File: src/logic/fbgp_defs.vh
// Constants for the flash block group planner
`ifndef FBGP_DEFS_VH
`define FBGP_DEFS_VH
`define FBGP_BLK_W 16
`define FBGP_SIZE_W 8
`define FBGP_NSIZES 8
`define FBGP_PASS_W 16
`define FBGP_ST_IDLE 2'h0
`define FBGP_ST_PICK 2'h1
`define FBGP_ST_ISSUE 2'h2
`define FBGP_ST_WAIT 2'h3
`define FBGP_ZERO_BLK 16'h0000
`define FBGP_ZERO_SIZE 8'h00
`define FBGP_ZERO_PASS 16'h0000
`define FBGP_ONE_PASS 16'h0001
`define FBGP_ZERO_REM 17'h00000
`define FBGP_ONE_REM 17'h00001
`define FBGP_ONE_BLK 16'h0001
`define FBGP_ONE_SIZE 8'h01
`endif

File: src/logic/fbgp_planner.v
// Flash block group planner: splits a block range into aligned power-of-two groups
`timescale 1ns/1ps
`include "fbgp_defs.vh"

module fbgp_planner (
  input wire i_sys_clk,
  input wire i_rst_b,
  input wire i_req,
  input wire [`FBGP_BLK_W-1:0] i_start_block_index,
  input wire [`FBGP_BLK_W-1:0] i_last_block_index,
  input wire i_pass_done,
  output reg o_busy,
  output reg o_pass_valid,
  output reg [`FBGP_BLK_W-1:0] o_pass_start,
  output reg [`FBGP_SIZE_W-1:0] o_group_size,
  output reg [`FBGP_PASS_W-1:0] o_group_pass_count,
  output reg o_done
);

  // Reset synchroniser flops
  reg rst_meta_b;
  reg rst_sync_b;

  // Sequencer state and its next value
  reg [1:0] state;
  reg [1:0] next_state;

  // Working range; remaining is one bit wider to hold a full 64K span
  reg [`FBGP_BLK_W-1:0] start_block_index;
  reg [`FBGP_BLK_W-1:0] next_start_block_index;
  reg [`FBGP_BLK_W:0] remaining_block_count;
  reg [`FBGP_BLK_W:0] next_remaining_block_count;

  // Next values of the registered outputs
  reg next_busy;
  reg next_pass_valid;
  reg [`FBGP_BLK_W-1:0] next_pass_start;
  reg [`FBGP_SIZE_W-1:0] next_group_size;
  reg [`FBGP_PASS_W-1:0] next_group_pass_count;
  reg next_done;

  // Candidate tests and the chosen group size
  wire [`FBGP_SIZE_W-1:0] candidate_ok;
  reg [`FBGP_SIZE_W-1:0] group_size;
  wire accept;
  integer k;

  // Size of the candidate with the given power-of-two index
  function [`FBGP_SIZE_W-1:0] fbgp_size_of;
    input integer lg;
    begin
      fbgp_size_of = `FBGP_ONE_SIZE << lg;
    end
  endfunction

  // True when the low lg bits of a block index are all zero
  function fbgp_aligned;
    input [`FBGP_BLK_W-1:0] idx;
    input integer lg;
    reg [`FBGP_BLK_W-1:0] mask;
    begin
      mask = (`FBGP_ONE_BLK << lg) - `FBGP_ONE_BLK;
      fbgp_aligned = ((idx & mask) == `FBGP_ZERO_BLK);
    end
  endfunction

  // Reset release through two flops; assertion stays asynchronous
  always @(posedge i_sys_clk or negedge i_rst_b) begin
    if (!i_rst_b) begin
      rst_meta_b <= 1'b0;
      rst_sync_b <= 1'b0;
    end else begin
      rst_meta_b <= 1'b1;
      rst_sync_b <= rst_meta_b;
    end
  end

  genvar g;
  generate
    for (g = 0; g < `FBGP_NSIZES; g = g + 1) begin : g_cand
      assign candidate_ok[g] =
        (remaining_block_count >= {1'b0, `FBGP_ZERO_SIZE, fbgp_size_of(g)}) &&
        fbgp_aligned(start_block_index, g);
    end
  endgenerate

  // largest allowed size
  // Later (larger) candidates override smaller ones, so no priority encoder needed
  always @* begin
    group_size = `FBGP_ZERO_SIZE;
    for (k = 0; k < `FBGP_NSIZES; k = k + 1) begin
      if (candidate_ok[k]) begin
        group_size = fbgp_size_of(k);
      end
    end
  end

  // Request taken only in idle with a forward range
  assign accept = (state == `FBGP_ST_IDLE) && i_req &&
                  (i_last_block_index >= i_start_block_index);

  // Next-state logic; one group outstanding at a time so pass times add up
  always @* begin
    next_state = state;
    next_start_block_index = start_block_index;
    next_remaining_block_count = remaining_block_count;
    next_busy = o_busy;
    next_pass_valid = 1'b0; // Pulse only
    next_pass_start = o_pass_start;
    next_group_size = o_group_size;
    next_group_pass_count = o_group_pass_count;
    next_done = o_done;
    case (state)
      `FBGP_ST_IDLE: begin
        // Reversed ranges are refused; outputs stay as they were
        if (accept) begin
          next_start_block_index = i_start_block_index;
          next_remaining_block_count =
            {1'b0, i_last_block_index - i_start_block_index} + `FBGP_ONE_REM;
          next_group_pass_count = `FBGP_ZERO_PASS;
          next_done = 1'b0;
          next_busy = 1'b1;
          next_state = `FBGP_ST_PICK;
        end
      end
      `FBGP_ST_PICK: begin
        if (remaining_block_count == `FBGP_ZERO_REM) begin
          next_done = 1'b1;
          next_busy = 1'b0;
          next_state = `FBGP_ST_IDLE;
        end else begin
          next_state = `FBGP_ST_ISSUE;
        end
      end
      `FBGP_ST_ISSUE: begin
        next_pass_valid = 1'b1;
        next_pass_start = start_block_index;
        next_group_size = group_size;
        next_group_pass_count = o_group_pass_count + `FBGP_ONE_PASS;
        next_state = `FBGP_ST_WAIT;
      end
      `FBGP_ST_WAIT: begin
        // wait for array
        // A done pulse seen outside this state is ignored
        if (i_pass_done) begin
          next_start_block_index = start_block_index + {`FBGP_ZERO_SIZE, o_group_size};
          next_remaining_block_count =
            remaining_block_count - {1'b0, `FBGP_ZERO_SIZE, o_group_size};
          next_state = `FBGP_ST_PICK;
        end
      end
      default: begin
        next_state = `FBGP_ST_IDLE;
      end
    endcase
  end

  // State and output registers
  always @(posedge i_sys_clk or negedge rst_sync_b) begin
    if (!rst_sync_b) begin
      state <= `FBGP_ST_IDLE;
      start_block_index <= `FBGP_ZERO_BLK;
      remaining_block_count <= `FBGP_ZERO_REM;
      o_busy <= 1'b0;
      o_pass_valid <= 1'b0;
      o_pass_start <= `FBGP_ZERO_BLK;
      o_group_size <= `FBGP_ZERO_SIZE;
      o_group_pass_count <= `FBGP_ZERO_PASS;
      o_done <= 1'b0;
    end else begin
      state <= next_state;
      start_block_index <= next_start_block_index;
      remaining_block_count <= next_remaining_block_count;
      o_busy <= next_busy;
      o_pass_valid <= next_pass_valid;
      o_pass_start <= next_pass_start;
      o_group_size <= next_group_size;
      o_group_pass_count <= next_group_pass_count;
      o_done <= next_done;
    end
  end

endmodule // fbgp_planner

File: config.mk
export PLATFORM = sky130hd
export DESIGN_NAME = fbgp_planner
export DESIGN_NICKNAME = d
export VERILOG_FILES = /design/src/logic/fbgp_planner.v
export VERILOG_INCLUDE_DIRS = /design/src /design/src/logic
export SDC_FILE = /design/constraint.sdc
export NUM_CORES = 1
export LEC_CHECK = 0
export ABC_AREA = 1
export BUFFER_PORTS_ARGS = -buffer_cell sky130_fd_sc_hd__buf_2
export CORE_AREA = 3 3 151 153
export DETAILED_ROUTE_END_ITERATION = 10
export DIE_AREA = 0 0 154 156
export GPL_TIMING_DRIVEN = 0
export PLACE_DENSITY_LB_ADDON = 0.05
export SLEW_MARGIN = 5
export SYNTH_ARGS = -nofsm -noshare
export SYNTH_HDL_FRONTEND = slang
export SYNTH_SLANG_ARGS = --single-unit
File: constraint.sdc
create_clock -name i_sys_clk -period 2.5 [get_ports i_sys_clk]
set_input_delay 0 -clock i_sys_clk [delete_from_list [all_inputs] [get_ports i_sys_clk]]
set_output_delay 0 -clock i_sys_clk [all_outputs]
set_load 0.05 [all_outputs]
### Word-level counts from Yosys, hierarchy flattened

Cells that the tools add are included.

| word-level totals | value |
|---|---|
| input port bits | 36 |
| flip-flop bits (word level) | 80 |

| operators by class | value |
|---|---|
| reductions and logical operators | 25 |
| mux-type cells | 27 |
| $add $sub $neg | 5 |
| magnitude comparators | 9 |
| equality and inequality tests | 6 |

Operator list:

| cell | count |
|---|---|
| zero test 16 bit | 7 |
| case mux 16 bit (2 select lines) | 2 |
| 2-to-1 mux 8 bit | 7 |
| 2-to-1 mux 16 bit | 3 |
| 2-to-1 mux 17 bit | 2 |
| case mux 17 bit (2 select lines) | 1 |
| adder 16 x 1 -> 17 bit, second input constant | 1 |
| >= comparator 17 x 1 -> 1 bit, second input constant | 1 |
| >= comparator 17 x 2 -> 1 bit, second input constant | 1 |
| >= comparator 17 x 3 -> 1 bit, second input constant | 1 |
| >= comparator 17 x 4 -> 1 bit, second input constant | 1 |
| >= comparator 17 x 5 -> 1 bit, second input constant | 1 |
| >= comparator 17 x 6 -> 1 bit, second input constant | 1 |
| >= comparator 17 x 7 -> 1 bit, second input constant | 1 |
| >= comparator 17 x 8 -> 1 bit, second input constant | 1 |
| zero test 17 bit | 1 |
| subtractor 17 x 8 -> 17 bit | 1 |
| adder 16 x 1 -> 16 bit, second input constant | 1 |
| adder 16 x 8 -> 16 bit | 1 |
| >= comparator 16 bit | 1 |
| subtractor 16 bit | 1 |
| logical AND 1 bit | 9 |
| case mux 2 bit (4 select lines) | 1 |
| 2-to-1 mux 1 bit | 6 |
| 9 further kinds | 19 |

### Logic depth before layout (Yosys ltp)

| depth | value |
|---|---|
| word-level depth | 9 |
| gate-level depth with buffers | 20 |
| depth with buffers taken out | 20 |

### Least setup slack after synthesis

No wires, ideal clock.

| timing | value |
|---|---|
| path kind | register -> register |
| start | register o_group_size[0] |
| end | register start_block_index[12] |
| path slack | 0.018 ns |
| arrival | 2.355 ns |
| setup time | 0.127 ns |
| path buffers | 0 |
| stages on the path, launching flop included | 14 |
| cells stage by stage | dfrtp_1 > ha_1 > inv_1 > fa_1 > o21ai_0 > nand2_1 > nand2_1 > inv_1 > nor2_1 > nand2_1 > nand3_1 > o21ai_0 > nand2_1 > o21ai_0 |

| on the way | value |
|---|---|
| word-level cells in the longest chain between the ends | 3 |

Ends and longest elaborated chain:

| item | RTL line | text |
|---|---|---|
| start, declared | fbgp_planner.v:15 | `` output reg [`FBGP_SIZE_W-1:0] o_group_size, `` |
| start signal, assigned | fbgp_planner.v:167 | `` o_group_size <= `FBGP_ZERO_SIZE; `` |
| start signal, assigned | fbgp_planner.v:177 | `o_group_size <= next_group_size;` |
| adder 16 x 8 -> 16 bit | fbgp_planner.v:146 | `` next_start_block_index = start_block_index + {`FBGP_ZERO_SIZE, o_group_size}; `` |
| 2-to-1 mux 16 bit | fbgp_planner.v:145 | `if (i_pass_done) begin` |
| case mux 16 bit (2 select lines) | fbgp_planner.v:113 | `case (state)` |
| end signal, assigned | fbgp_planner.v:162 | `` start_block_index <= `FBGP_ZERO_BLK; `` |
| end signal, assigned | fbgp_planner.v:172 | `start_block_index <= next_start_block_index;` |
| end, declared | fbgp_planner.v:29 | `` reg [`FBGP_BLK_W-1:0] start_block_index; `` |

No other way between the ends. The select of a mux whose other input is x is not followed.
A chain may end at the register's enable or synchronous reset.

### Final worst setup path

| timing | value |
|---|---|
| start | register o_group_size[0] |
| end | register remaining_block_count[12] |

| on the way | value |
|---|---|
| word-level cells in the longest chain between the ends | 3 |

Ends and longest elaborated chain:

| item | RTL line | text |
|---|---|---|
| subtractor 17 x 8 -> 17 bit | fbgp_planner.v:148 | `` remaining_block_count - {1'b0, `FBGP_ZERO_SIZE, o_group_size}; `` |
| 2-to-1 mux 17 bit | fbgp_planner.v:145 |  |
| case mux 17 bit (2 select lines) | fbgp_planner.v:113 |  |
| end signal, assigned | fbgp_planner.v:163 | `` remaining_block_count <= `FBGP_ZERO_REM; `` |
| end signal, assigned | fbgp_planner.v:173 | `remaining_block_count <= next_remaining_block_count;` |
| end, declared | fbgp_planner.v:31 | `` reg [`FBGP_BLK_W:0] remaining_block_count; `` |

No other way between the ends. The select of a mux whose other input is x is not followed.

==> metrics.cfg <==
[run_status]
status = finished, final reports clean

[timing]
final.setup.tns_ns = 0
hold_ws_ns = 0.00909
post-route-min-period_ns = 2.34
skew_ns = 0.0114
clock.fmax_mhz = 428
hold_viol = 0
max_slew.worst_pin.slew_ns = 0.779
slew_headroom_pct = 48.1
drv_slew = 0
setup_viol = 0
finalCritPeriodShare_pct = 93.5
rsz0062_at_grt = false

[logic_synthesis]
synth_cell_types = 46
synthArstFlopShare_pct = 100
synth_area_per_cell_um2 = 6.56
synth_area_leaders = dfrtp_1 32%, nand2_1 19%, ha_1 7.8%, inv_1 7.7%, o21ai_0 6.2%
synth-seq-cells = 80
synth_top_area_share_pct = 32.1
synth_edf_count = 0
yosys.area.top_type = dfrtp_1
synth_area_um2 = 6230
yosys_warnings = 0
synth_cells = 950
synth_ff_type = dfrtp_1
ys_seq_area_share_pct = 32.1
syn-num-nets = 1028

[route]
route.met2.wl_um = 9470
vias_per_cell = 4.66
wl_met3_um = 639
vias = 6212
drtIter0Drc = 382
drtPass1Iterations = 4
drt-total-wl_um = 21200
routed.top_layer = met4
wl_met1_um = 10700
wl_per_cell_um = 15.9
ant_nets = 0
remaining_drc_errors = 0

[clocking]
cts_buffers = 9
clock_latency_ns = 0.35
htreeDepth = 3
clk_path_buf_depth = 2
cts-root-buf = clkbuf_16
clk_pin_slew_ns = 0.07
cts_tree = built
cts_sinks = 80

[global_route]
gr-total-overflow = 0
antenna_found_initial = 0
grt_max_degree = 48
grt_pass1_wl_um = 33600
track_usage_pct = 17.8
first_global_vias = 5990

[power]
ir_drop_mv = 0.312
total_leakage_power_uw = 0.00386
pwr_density_cell_nw_per_um2 = 1120
total_power_uw = 8270

[worst_setup_path]
crit_required_ns = 2.74
cp-end-kind = flip-flop
worst_setup_path_start_kind = flip-flop
crit_arrival_ns = 2.58
critPathKind = reg -> reg
cp_max_fo = 4

[floorplanning]
rows = 54
initial_utilization_pct = 28.7
die_y_um = 156
die_w_um = 154
core-area_um2 = 21700
io_pins = 79
die-area_um2 = 24000

[final_layout]
final_util_pct = 34.0
layout.nets = 1125
antennaDiodeCount = 0
area_delta_synth_final_pct = 18.6
fillers = 2456
layout-drive-gt1-share_pct = 13.1
multi_input_area_um2 = 3650
seqCellArea_um2 = 2010
final_cells = 1332

[hold_path]
hp-class = in -> reg

[placement]
dp_cells = 1309
post-dp-hpwl_um = 16700
numPortBuffers = 78
gp_congestion = 0.836

[job]
maxCapViolCount = 0

-- logic make-up (layout without fill, tap and decap cells) --
| group | after synthesis | after routing | synth area share, % |
|---|---|---|---|
| AO/OA/AOI/OAI | 153 | 153 | 13.5 |
| XOR/XNOR | 14 | 14 | 1.97 |
| adder cells (fa/ha/maj) | 42 | 42 | 8.80 |
| buffers and inverters | 151 | 253 | 9.62 |
| flip-flops | 80 | 80 | 32.1 |
| multiplexers | 1 | 1 | 0.181 |
| other | 1 | 1 | 0.0602 |
| AND/OR/NAND/NOR | 508 | 508 | 33.8 |
-- registers in the layout (all words and copies together), names as in the netlist --
signal / count
o_done: 1
o_pass_start: 16
rst_meta_b: 1
remaining_block_count: 17
o_busy: 1
start_block_index: 16
o_pass_valid: 1
rst_sync_b: 1
o_group_size: 8
state: 2
o_group_pass_count: 16
-- metrics by stage --
stage                     cell area (um2)  worst slack [ns]
after CTS                            7350            0.0482
after detailed placement             7000            -0.188
after floorplan                      6230            0.0182
after global placement               6970             -1.27
final                                7380             0.161
after global routing                 7380           0.00282
-- synthesized netlist by cell type, types with 3 or more instances --
cell type and number:
a21o_1 3, a21oi_1 50, and2_1 3, buf_2 3
buf_4 3, clkbuf_1 11, dfrtp_1 80, fa_1 3
ha_1 39, inv_1 128, nand2_1 310, nand3_1 63
nand4_1 10, nor2_1 89, nor3_1 15, o211ai_1 5
o21ai_0 77, o31ai_1 5, or2_2 4, xnor2_1 6
xor2_1 8
-- metal layers --
layer	vias up	global-route usage [%]
li1	3245	-
met1	2840	24.9
met2	105	28.9
met4	0	4.67
met3	22	2.55
met5	-	0
-- what timing repair did --
action	CTS	global route
resized for setup	6	8
buffers inserted	0	3
cloned	0	0
hold endpoints to repair	5	0
pin swaps	0	4
setup endpoints to repair	33	12
hold buffers	5	0
-- cell type report --
class                           instances  area share [%]
Buffer                                 18            1.32
Multi-Input combinational cell        719            49.4
Tap cell                              280            4.74
Sequential cell                        80            27.2
Timing Repair Buffer                   87            6.64
Clock inverter                          6           0.678
Clock buffer                           10            3.24
Inverter                              132            6.76
-- report_power, final --
| part | switching (uW) | leakage [uW] | internal, uW |
|---|---|---|---|
| sequential | 486 | 0.00102 | 1770 |
| combinational | 3250 | 0.00271 | 1430 |
| clock | 621 | 0.000136 | 712 |
| total | 4350 | 0.00386 | 3920 |
-- cells in the final DEF (no fill, tap or decap), drive strengths merged, types with 3 or more instances in the layout --
cell and instances:
or2 5, ha 39, nand3 64, xnor2 6, a21o 3, o211ai 5, nand2 313, o31ai 5
nand4 10, xor2 8, inv 133, clkinv 3, and2 3, nor3 16, clkbuf 20, dlygate4sd3 5
buf 90, a21oi 51, dfrtp 80, o21ai 79, fa 3, nor2 91
-- worst max-delay path: stages, from the launching register on --
cell and delay, ns:
dfrtp_2 0.44, ha_1 0.24, fa_1 0.36, inv_1 0.09, nand3_1 0.09, nor2_1 0.10
nor2_1 0.08, o21ai_2 0.26, inv_2 0.08, nand2_2 0.08, nor2_1 0.05, xor2_1 0.13
nand2_1 0.06, nand2_1 0.06, nand2_1 0.05, nand2_1 0.04
-- worst paths after layout --
kind                                         startpoint                   endpoint  slack (ns)  cells after the start
worst min register to register               rst_sync_b                   state[0]        0.31                      0
worst max register to register          o_group_size[0]  remaining_block_count[12]        0.16                     15
min in group asynchronous                    rst_sync_b                   state[0]        0.31                      0
worst max-delay path                    o_group_size[0]  remaining_block_count[12]        0.16                     15
max in group asynchronous                    rst_sync_b            o_group_size[0]        1.54                      1
worst min-delay path            i_start_block_index[13]      start_block_index[13]       0.009                      3
Note: power is estimated with default switching activity, not from simulation.
